`src/aatc_consts.vh`:
```
`ifndef AATC_CONSTS_VH
`define AATC_CONSTS_VH

// register indices; byte address is four times the index
`define AATC_IDX_PWR_MGMT5     8'h0c
`define AATC_IDX_INT_STATUS2   8'h1a
`define AATC_IDX_INT_MASK2     8'h22
`define AATC_IDX_CMP_CTRL      8'ha3
`define AATC_IDX_CMP1_SETUP    8'ha4
`define AATC_IDX_CMP2_SETUP    8'ha5
`define AATC_IDX_CMP3_SETUP    8'ha6
`define AATC_IDX_CMP4_SETUP    8'ha7

// field positions
`define AATC_ENA_LSB           0
`define AATC_ENA_MSB           3
`define AATC_SRC_LSB           13
`define AATC_SRC_MSB           15
`define AATC_DIR_BIT           12
`define AATC_THR_LSB           0
`define AATC_THR_MSB           11
`define AATC_FLAG_LSB          4
`define AATC_FLAG_MSB          8

// reset values
`define AATC_ENA_RST           4'h0
`define AATC_SETUP_RST         16'h0000
`define AATC_FLAG_RST          5'h00
`define AATC_MASK_RST          5'h00

`endif

```
`src/aatc_compare_irq.v`:
```
`timescale 1ns/1ps
`include "aatc_consts.vh"
module aatc_compare_irq #(
  parameter ADDR_W = 12,
  parameter NCMP   = 4
) (
  input  wire              hclk,
  input  wire              hresetn,
  input  wire              hsel,
  input  wire [ADDR_W-1:0] haddr,
  input  wire [1:0]        htrans,
  input  wire              hwrite,
  input  wire [2:0]        hsize,
  input  wire [31:0]       hwdata,
  input  wire              hready,
  output wire              hreadyout,
  output wire              hresp,
  output reg  [31:0]       hrdata,
  input  wire              meas_valid,
  input  wire [2:0]        meas_channel,
  input  wire [11:0]       meas_code,
  output wire              aux_converter_system_irq
);

  localparam [ADDR_W-1:0] A_PM5   = {{(ADDR_W-10){1'b0}}, `AATC_IDX_PWR_MGMT5, 2'b00};
  localparam [ADDR_W-1:0] A_STAT  = {{(ADDR_W-10){1'b0}}, `AATC_IDX_INT_STATUS2, 2'b00};
  localparam [ADDR_W-1:0] A_MASK  = {{(ADDR_W-10){1'b0}}, `AATC_IDX_INT_MASK2, 2'b00};
  localparam [ADDR_W-1:0] A_CTRL  = {{(ADDR_W-10){1'b0}}, `AATC_IDX_CMP_CTRL, 2'b00};
  localparam [ADDR_W-1:0] A_CMP1  = {{(ADDR_W-10){1'b0}}, `AATC_IDX_CMP1_SETUP, 2'b00};
  localparam [ADDR_W-1:0] A_CMP2  = {{(ADDR_W-10){1'b0}}, `AATC_IDX_CMP2_SETUP, 2'b00};
  localparam [ADDR_W-1:0] A_CMP3  = {{(ADDR_W-10){1'b0}}, `AATC_IDX_CMP3_SETUP, 2'b00};
  localparam [ADDR_W-1:0] A_CMP4  = {{(ADDR_W-10){1'b0}}, `AATC_IDX_CMP4_SETUP, 2'b00};

  wire [NCMP-1:0]   comparator_enable_q;
  wire [15:0]       setup_q [0:NCMP-1];
  wire [4:0]        flag_q;
  wire [4:0]        mask_q;
  reg               wr_pend_q;
  reg  [ADDR_W-1:0] wr_addr_q;
  reg  [31:0]       rd_data_d;
  reg               wr_ena;
  reg               wr_mask;
  reg  [NCMP-1:0]   wr_cmp;
  wire [4:0]        flag_set;
  wire [4:0]        flag_clr;
  wire              xfer;
  wire              rd_take;
  wire              stat_rd;
  wire              stat_wr;
  wire [NCMP-1:0]   hit;

  // zero wait state slave, always OKAY
  assign hreadyout = 1'b1;
  assign hresp     = 1'b0;

  assign xfer    = hsel & htrans[1] & hready;
  assign rd_take = xfer & ~hwrite;
  assign stat_rd = rd_take & (haddr == A_STAT);
  assign stat_wr = wr_pend_q & (wr_addr_q == A_STAT);

  // four comparators; several may share one channel
  aatc_cmp_unit u_cmp1 (
    .hclk         (hclk),
    .hresetn      (hresetn),
    .enable       (comparator_enable_q[0]),
    .setup        (setup_q[0]),
    .meas_valid   (meas_valid),
    .meas_channel (meas_channel),
    .meas_code    (meas_code),
    .hit          (hit[0])
  );

  aatc_cmp_unit u_cmp2 (
    .hclk         (hclk),
    .hresetn      (hresetn),
    .enable       (comparator_enable_q[1]),
    .setup        (setup_q[1]),
    .meas_valid   (meas_valid),
    .meas_channel (meas_channel),
    .meas_code    (meas_code),
    .hit          (hit[1])
  );

  aatc_cmp_unit u_cmp3 (
    .hclk         (hclk),
    .hresetn      (hresetn),
    .enable       (comparator_enable_q[2]),
    .setup        (setup_q[2]),
    .meas_valid   (meas_valid),
    .meas_channel (meas_channel),
    .meas_code    (meas_code),
    .hit          (hit[2])
  );

  aatc_cmp_unit u_cmp4 (
    .hclk         (hclk),
    .hresetn      (hresetn),
    .enable       (comparator_enable_q[3]),
    .setup        (setup_q[3]),
    .meas_valid   (meas_valid),
    .meas_channel (meas_channel),
    .meas_code    (meas_code),
    .hit          (hit[3])
  );

  // sticky flags, read clears all, write of one clears that bit
  assign flag_set = {meas_valid, hit};
  assign flag_clr = {5{stat_rd}}
                    | ({5{stat_wr}} & hwdata[`AATC_FLAG_MSB:`AATC_FLAG_LSB]);

  aatc_flag_bit u_flag_cmp1 (
    .hclk    (hclk),
    .hresetn (hresetn),
    .set     (flag_set[0]),
    .clr     (flag_clr[0]),
    .flag_q  (flag_q[0])
  );

  aatc_flag_bit u_flag_cmp2 (
    .hclk    (hclk),
    .hresetn (hresetn),
    .set     (flag_set[1]),
    .clr     (flag_clr[1]),
    .flag_q  (flag_q[1])
  );

  aatc_flag_bit u_flag_cmp3 (
    .hclk    (hclk),
    .hresetn (hresetn),
    .set     (flag_set[2]),
    .clr     (flag_clr[2]),
    .flag_q  (flag_q[2])
  );

  aatc_flag_bit u_flag_cmp4 (
    .hclk    (hclk),
    .hresetn (hresetn),
    .set     (flag_set[3]),
    .clr     (flag_clr[3]),
    .flag_q  (flag_q[3])
  );

  aatc_flag_bit u_flag_ready (
    .hclk    (hclk),
    .hresetn (hresetn),
    .set     (flag_set[4]),
    .clr     (flag_clr[4]),
    .flag_q  (flag_q[4])
  );

  assign aux_converter_system_irq = |(flag_q & ~mask_q);

  // write data phase capture
  always @(posedge hclk or negedge hresetn)
  begin
    if (!hresetn)
    begin
      wr_pend_q <= 1'b0;
      wr_addr_q <= {ADDR_W{1'b0}};
    end
    else
    begin
      wr_pend_q <= xfer & hwrite;
      if (xfer & hwrite)
        wr_addr_q <= haddr;
    end
  end

  // write decode in the data phase
  always @*
  begin
    wr_ena  = 1'b0;
    wr_mask = 1'b0;
    wr_cmp  = {NCMP{1'b0}};
    if (!wr_pend_q)
      wr_ena = 1'b0;
    else if (wr_addr_q == A_PM5 || wr_addr_q == A_CTRL)
      wr_ena = 1'b1;
    else if (wr_addr_q == A_MASK)
      wr_mask = 1'b1;
    else if (wr_addr_q == A_CMP1)
      wr_cmp[0] = 1'b1;
    else if (wr_addr_q == A_CMP2)
      wr_cmp[1] = 1'b1;
    else if (wr_addr_q == A_CMP3)
      wr_cmp[2] = 1'b1;
    else if (wr_addr_q == A_CMP4)
      wr_cmp[3] = 1'b1;
  end

  // one enable storage behind two addresses
  aatc_cfg_reg #(
    .WIDTH (NCMP),
    .RST   (`AATC_ENA_RST)
  ) u_reg_enable (
    .hclk    (hclk),
    .hresetn (hresetn),
    .wr_en   (wr_ena),
    .wr_data (hwdata[`AATC_ENA_MSB:`AATC_ENA_LSB]),
    .value_q (comparator_enable_q)
  );

  aatc_cfg_reg #(
    .WIDTH (5),
    .RST   (`AATC_MASK_RST)
  ) u_reg_mask (
    .hclk    (hclk),
    .hresetn (hresetn),
    .wr_en   (wr_mask),
    .wr_data (hwdata[`AATC_FLAG_MSB:`AATC_FLAG_LSB]),
    .value_q (mask_q)
  );

  aatc_cfg_reg #(
    .WIDTH (16),
    .RST   (`AATC_SETUP_RST)
  ) u_reg_cmp1 (
    .hclk    (hclk),
    .hresetn (hresetn),
    .wr_en   (wr_cmp[0]),
    .wr_data (hwdata[15:0]),
    .value_q (setup_q[0])
  );

  aatc_cfg_reg #(
    .WIDTH (16),
    .RST   (`AATC_SETUP_RST)
  ) u_reg_cmp2 (
    .hclk    (hclk),
    .hresetn (hresetn),
    .wr_en   (wr_cmp[1]),
    .wr_data (hwdata[15:0]),
    .value_q (setup_q[1])
  );

  aatc_cfg_reg #(
    .WIDTH (16),
    .RST   (`AATC_SETUP_RST)
  ) u_reg_cmp3 (
    .hclk    (hclk),
    .hresetn (hresetn),
    .wr_en   (wr_cmp[2]),
    .wr_data (hwdata[15:0]),
    .value_q (setup_q[2])
  );

  aatc_cfg_reg #(
    .WIDTH (16),
    .RST   (`AATC_SETUP_RST)
  ) u_reg_cmp4 (
    .hclk    (hclk),
    .hresetn (hresetn),
    .wr_en   (wr_cmp[3]),
    .wr_data (hwdata[15:0]),
    .value_q (setup_q[3])
  );

  // read mux, unmapped reads zero
  always @*
  begin
    rd_data_d = 32'h0000_0000;
    if (haddr == A_PM5 || haddr == A_CTRL)
      rd_data_d[`AATC_ENA_MSB:`AATC_ENA_LSB] = comparator_enable_q;
    else if (haddr == A_STAT)
      rd_data_d[`AATC_FLAG_MSB:`AATC_FLAG_LSB] = flag_q;
    else if (haddr == A_MASK)
      rd_data_d[`AATC_FLAG_MSB:`AATC_FLAG_LSB] = mask_q;
    else if (haddr == A_CMP1)
      rd_data_d[15:0] = setup_q[0];
    else if (haddr == A_CMP2)
      rd_data_d[15:0] = setup_q[1];
    else if (haddr == A_CMP3)
      rd_data_d[15:0] = setup_q[2];
    else if (haddr == A_CMP4)
      rd_data_d[15:0] = setup_q[3];
  end

  always @(posedge hclk or negedge hresetn)
  begin
    if (!hresetn)
      hrdata <= 32'h0000_0000;
    else if (rd_take)
      hrdata <= rd_data_d;
  end

endmodule

module aatc_cmp_unit (
  input  wire        hclk,
  input  wire        hresetn,
  input  wire        enable,
  input  wire [15:0] setup,
  input  wire        meas_valid,
  input  wire [2:0]  meas_channel,
  input  wire [11:0] meas_code,
  output wire        hit
);

  wire [2:0]  src;
  wire        gt;
  wire [11:0] thr;
  wire        sees;
  wire        cond;
  reg         cond_prev_q;

  assign src  = setup[`AATC_SRC_MSB:`AATC_SRC_LSB];
  assign gt   = setup[`AATC_DIR_BIT];
  assign thr  = setup[`AATC_THR_MSB:`AATC_THR_LSB];
  // raw code against raw threshold, strict either way
  assign cond = gt ? (meas_code > thr) : (meas_code < thr);
  assign sees = enable & meas_valid & (meas_channel == src);
  assign hit  = sees & cond & ~cond_prev_q;

  // history cleared while disabled so a re-enable can flag
  always @(posedge hclk or negedge hresetn)
  begin
    if (!hresetn)
      cond_prev_q <= 1'b0;
    else if (!enable)
      cond_prev_q <= 1'b0;
    else if (sees)
      cond_prev_q <= cond;
  end

endmodule

module aatc_flag_bit (
  input  wire hclk,
  input  wire hresetn,
  input  wire set,
  input  wire clr,
  output reg  flag_q
);

  // set wins over a clear in the same cycle
  always @(posedge hclk or negedge hresetn)
  begin
    if (!hresetn)
      flag_q <= 1'b0;
    else if (set)
      flag_q <= 1'b1;
    else if (clr)
      flag_q <= 1'b0;
  end

endmodule

module aatc_cfg_reg #(
  parameter             WIDTH = 16,
  parameter [WIDTH-1:0] RST   = {WIDTH{1'b0}}
) (
  input  wire             hclk,
  input  wire             hresetn,
  input  wire             wr_en,
  input  wire [WIDTH-1:0] wr_data,
  output reg  [WIDTH-1:0] value_q
);

  always @(posedge hclk or negedge hresetn)
  begin
    if (!hresetn)
      value_q <= RST;
    else if (wr_en)
      value_q <= wr_data;
  end

endmodule

```
`config.mk`:
```
export PLATFORM = sky130hd
export DESIGN_NAME = aatc_compare_irq
export DESIGN_NICKNAME = d
export VERILOG_FILES = /design/src/aatc_compare_irq.v
export VERILOG_INCLUDE_DIRS = /design/src
export SDC_FILE = /design/constraint.sdc
export NUM_CORES = 1
export LEC_CHECK = 0
export ABC_CLOCK_PERIOD_IN_PS = 2200
export BUFFER_PORTS_ARGS = -buffer_cell sky130_fd_sc_hd__buf_2
export CAP_MARGIN = 30
export CORE_ASPECT_RATIO = 2
export CORE_MARGIN = 2
export CORE_UTILIZATION = 45
export DETAILED_ROUTE_END_ITERATION = 6
export HOLD_SLACK_MARGIN = 0.08
export PLACE_DENSITY = 0.73
export SKIP_CTS_REPAIR_TIMING = 1
export SLEW_MARGIN = 20
export SYNTH_ARGS = -nofsm -noshare
export SYNTH_HDL_FRONTEND = slang
export SYNTH_SLANG_ARGS = --single-unit
```
`constraint.sdc`:
```
create_clock -name hclk -period 2.2 [get_ports hclk]
set_clock_uncertainty 0.1 [all_clocks]
set_input_delay 0.44 -clock hclk [delete_from_list [all_inputs] [get_ports hclk]]
set_output_delay 0.44 -clock hclk [all_outputs]
set_load 0.01 [all_outputs]
```
* Word level (Yosys, flattened, before mapping) *
Cells that the tools add are included.

operators by class
  bitwise logic cells = 31
  muxes and demuxes = 49
  reductions and logical operators = 8
  eq/ne operators = 24
  magnitude comparators = 8

operator list
  operator                                               number
  equality test 12 x 10 -> 1 bit, second input constant  10
  two-way mux 16 bit                                     4
  greater-than comparator 12 bit                         4
  < comparator 12 bit                                    4
  two-way mux 1 bit                                      32
  equality test 12 x 6 -> 1 bit, second input constant   2
  equality test 12 x 7 -> 1 bit, second input constant   2
  equality test 12 x 8 -> 1 bit, second input constant   2
  two-way mux 4 bit                                      6
  AND 1 bit                                              22
  two-way mux 7 bit                                      2
  equality test 3 bit                                    4
  two-way mux 12 bit                                     1
  AND 5 bit                                              2
  two-way mux 5 bit                                      2
  nonzero test 2 bit                                     5
  inequality test 2 bit, second input constant           4
  inverter 1 bit                                         5
  inverter 5 bit                                         1
  OR 5 bit                                               1
  OR reduction 5 bit                                     1
  two-way mux 3 bit                                      1
  logical OR 1 bit                                       2
  two-way mux 2 bit                                      1

word-level totals
  flip-flop bits (word level) = 111
  word-level logic and storage cells = 138
  bits of input ports = 70
  output and inout bits = 35

* Logic depth before layout (Yosys ltp) *
  depth after elaboration = 8
  mapped depth = 8
  gate-level depth less buffers = 8

* Hierarchy *
From an unflattened synthesis, not the netlist that was laid out.

second synthesis, totals
  cells, all modules = 641
  area total of the unflattened synthesis = 6932.9 µm²

by module, submodules not included
  module                         instances  cells each  area each (µm²)  sequential area each (µm²)
  aatc_cfg_reg (u_reg_cmp1 ...)  4          34          649.4            400.4
  aatc_compare_irq               1          248         2140.8           725.7
  aatc_cmp_unit                  4          56          421.7            25.0
  aatc_cfg_reg (u_reg_mask)      1          10          181.4            125.1
  aatc_flag_bit                  5          3           36.3             25.0
  aatc_cfg_reg (u_reg_enable)    1          8           145.1            100.1

* Worst setup path before layout *
No wires, ideal clock.

  path kind = input -> register
  from = input port meas_code[1]
  to = register u_cmp4.cond_prev_q
  required time = 1.980 ns
  path buffers = 0
  stages on the path = 7
  library setup time = 0.120 ns
  path slack = 0.091 ns
  arrival = 1.888 ns
  cell sequence = ha_1 nor2b_1 o211ai_1 a211oi_1 a2111oi_0 mux2i_1 o211a_1

between the ends
  longest elaborated chain between the ends = 4
  elaborated cells on any way between the ends = 5
  those cells by class = order compare (2); mux (3)

RTL lines
  element                                                                       line                    text
  start, declared                                                               aatc_compare_irq.v:21   input wire [11:0] meas_code,
  < comparator 12 bit / greater-than comparator 12 bit (equally long branches)  aatc_compare_irq.v:310  assign cond = gt ? (meas_code > thr) : (meas_code < thr);
  two-way mux 1 bit *                                                           aatc_compare_irq.v:310
  two-way mux 1 bit *                                                           aatc_compare_irq.v:321  else if (sees)
  two-way mux 1 bit *                                                           aatc_compare_irq.v:319  else if (!enable)
  end signal, assigned                                                          aatc_compare_irq.v:322  cond_prev_q <= cond;
  end, declared                                                                 aatc_compare_irq.v:304  reg cond_prev_q;

Mark *: on every way between the ends. The rest lies on a longest branch, timed or not. The select of a mux whose other input is x is not followed.
A chain may end at the register's enable or synchronous reset.

* Worst setup path after layout *
  from = register u_reg_cmp4.value_q[1]
  to = register u_cmp4.cond_prev_q

between the ends
  longest elaborated chain between the ends = 4
  elaborated cells on any way between the ends = 5
  those cells by class = order compare (2); mux (3)

RTL lines
  element                                                                       line                    text
  start, declared                                                               aatc_compare_irq.v:356  output reg [WIDTH-1:0] value_q
  start signal, assigned                                                        aatc_compare_irq.v:364  value_q <= wr_data;
  < comparator 12 bit / greater-than comparator 12 bit (equally long branches)  aatc_compare_irq.v:310
  two-way mux 1 bit *                                                           aatc_compare_irq.v:310
  two-way mux 1 bit *                                                           aatc_compare_irq.v:321
  two-way mux 1 bit *                                                           aatc_compare_irq.v:319

Marks and branches as above.

==> results by group <==
STA
  • Final WS setup: 32.3 ps
  • Slew @ Worst Pin: 537 ps
  • Slew margin rel.: 64.2%
  • Post-layout min period: 2170 ps
  • # setup viols final: 0
  • Fin. max-slew vios: 0
  • Unrepaired setup endpoints after global routing: yes
  • Fin Hold WS: 211 ps
  • Fin crit share: 98.5%
  • F_max: 461 MHz
  • Final hold vios: 0

Floorplan
  • # IOs: 105
  • Starting Density: 45.8%
  • Total die area: 0.0156 mm^2
  • Core area: 0.0143 mm^2
  • Die W: 89.2 um
  • Die height: 174 um
  • Site Rows: 62

Job
  • Max_cap viols: 0

Worst setup path
  • CP max stage delay: 400 ps
  • Critical Path, Cell by Cell: inv_2 > ha_4 > nor2b_1 > o211ai_1 > a211oi_2 > a2111oi_2 > buf_4 > mux2i_4 > o211a_1
  • CP max-delay cell: dfrtp_1
  • CP max FO: 2
  • Worst endpoint required time: 2400 ps
  • Crit path arrival time: 2370 ps
  • Top Family by Delay on Critical Path: compound AO/OA/AOI/OAI gates
  • CP endpoint kind: flip-flop
  • Buf/Inv on CP: 2
  • Crit start category: flip-flop
  • Setup Crit Path Kind: flip-flop to flip-flop

Run status
  • Status: finished, final reports clean

Synth
  • Number of synthesized flops with an enable pin: 0
  • Async set or reset register ratio after synthesis: 100%
  • Synth Cell Area: 0.00653 mm^2
  • Yosys cell types: 59
  • Synth Flop Type: dfrtp_1
  • Post-synthesis cell count: 628
  • Post-synthesis sequential area ratio: 42.5%
  • Flop and latch count out of synthesis: 111
  • Syn_area_per_cell: 10.4 um^2
  • Yosys synthesis warning count: 0

Pwr
  • Cell internal pwr: 0.00326 W
  • Pwr Density: 563 mW/mm^2
  • Total power: 0.00444 W
  • Pleak: 3.65 nW
  • Max IR drop VDD: 0.402 mV
  • Logic gate share of total power: 12.6%
  • Switch Pwr: 0.00117 W
  • Sequential Power Share: 49.4%
  • Sw Share: 26.4%
  • Clock power share: 38.0%

Global routing
  • Initial antenna violation count: 0
  • Largest net degree at the start of global routing: 41
  • First-pass GRT wire length: 29,200 um
  • Vias in the first global route: 5,629
  • GRT overflow: 0
  • Gr usage total: 25.0%

Finish
  • P&R area growth vs syn: 20.6%
  • Ant. Diodes: 0
  • Number of fill cells: 1,274
  • Cell Count, Final, Fillers Out: 936
  • NumNets Final: 857
  • Area of the multi-input gates: 0.00354 mm^2
  • Register area: 0.00278 mm^2
  • Design Area, Final: 0.00788 mm^2
  • Layout cells sized above 1: 33.5%

Worst hold path
  • Min-Delay Path Class: input pin to flip-flop

Placement
  • Hpwl dp: 14,300 um
  • Port bufs: 66
  • Placer Congestion: 0.881
  • Post-DP Area: 0.00738 mm^2
  • Pre-CTS WS: -363 ps
  • Cell total after placement: 917

Clocking
  • Clock transition at path regs: 80 ps
  • Total CTS buffers: 9
  • CTS tree: yes
  • CTS Sinks: 111
  • Clk_lat worst skew: 350 ps
  • Root buf cell: clkbuf_16
  • H-tree depth: 3
  • CTS max path bufs: 2

Route
  • WL per Instance: 20.0 um
  • Routed Antenna Nets: 0
  • Vias per std cell: 5.66
  • DRT iter0 DRCs: 328
  • TritonRoute pass-1 iters: 5
  • DRC violations left: 0
  • Via count: 5,295
  • Final wirelength: 18,700 um
[metal layers]
metal / GRT usage (%) / share of wire, % / vias to the layer above
met5: 0 / 0 / -
met4: 17.5 / 7.3 / 0
met3: 2.99 / 3.8 / 83
met2: 44.2 / 54 / 195
met1: 26.2 / 35 / 2590
li1: - / - / 2427
[cells in the final DEF (no fill, tap or decap), types with 5 or more instances in the layout]
cell type	n
conb_1	18
inv_1	48
nand2_1	65
buf_4	50
inv_2	5
nor3_1	7
nand3_1	12
clkbuf_16	9
nand4_1	18
xnor2_1	8
a22oi_1	18
nor2_1	23
mux2i_1	5
buf_12	5
dfrtp_1	111
mux2_2	67
a21o_1	5
a21oi_1	34
mux2_4	10
ha_1	44
o31ai_1	8
o21ai_0	20
buf_2	65
[cell type report]
cell class                      count  area share (%)
Multi-Input combinational cell    443            44.9
Sequential cell                   111            35.3
Timing Repair Buffer              121            10.3
Tap cell                          192            3.05
Clock buffer                       10            3.03
Inverter                           53            2.53
Clock inverter                      6           0.874
[sequential cells by signal, indices dropped and copies added (netlist names), 4 cells and up]
signal and count:
u_reg_cmp4.value_q 16, u_reg_cmp2.value_q 16, u_reg_cmp1.value_q 16, u_reg_enable.value_q 4, u_reg_cmp3.value_q 16, wr_addr_q 12
u_reg_mask.value_q 5, hrdata 16
[final timing paths]
path,endpoint,cells past startpoint,slack (ps),start
hold reg to reg,u_flag_cmp3.flag_q,1,340,u_cmp3.cond_prev_q
setup / recovery,u_cmp4.cond_prev_q,9,30,u_reg_cmp4.value_q[1]
setup reg to reg,u_cmp4.cond_prev_q,9,30,u_reg_cmp4.value_q[1]
max in group asynchronous,u_reg_cmp1.value_q[6],3,840,hresetn
min in group asynchronous,u_reg_cmp4.value_q[8],2,510,hresetn
hold / removal,wr_addr_q[10],3,210,haddr[10]
[metrics by stage]
stage	util, %	TNS (ps)
3_3_place_gp	51.7	-2150
5_1_grt	55.2	-431
4_1_cts	53.8	-670
2_1_floorplan	-	0
3_5_place_dp	51.7	-2580
6_report	55.2	0
[synth_stat cells (10+ instances only)]
cell	count	area [um^2]
ha_1	48	601
nand2_1	65	244
o21ai_0	22	110
inv_1	52	195
dfrtp_1	111	2780
mux2_2	67	754
clkbuf_1	12	45.0
nand3_1	12	60.1
a22oi_1	18	135
mux2_4	10	150
a21oi_1	36	180
nand4_1	18	113
buf_4	20	150
nor2_1	23	86.3
[logic make-up (layout without fill, tap and decap cells)]
family | Yosys count | after routing | share of synthesized area, %
AO/OA/AOI/OAI | 117 | 117 | 11.6
XOR/XNOR | 12 | 12 | 1.61
adder cells (fa/ha/maj) | 48 | 48 | 9.19
buffers and inverters | 90 | 190 | 6.72
flip-flops | 111 | 111 | 42.5
multiplexers | 85 | 85 | 15.1
other | 2 | 18 | 0.115
AND/OR/NAND/NOR | 163 | 163 | 13.2
[worst min-delay path, stage by stage]
cell and delay [ps]:
buf_2 100, nand2_1 50, nand2_1 50
[power by group through the flow]
stage,combinational [W],sequential [W],clock (W)
global placement,0.000504,0.00222,0
CTS,0.000522,0.00219,0.00171
global route,0.000619,0.00220,0.00180
detailed placement,0.000520,0.00223,0
finish,0.000559,0.00219,0.00169
floorplan,0.000276,0.00221,0
Note: power is estimated with default switching activity, not from simulation.
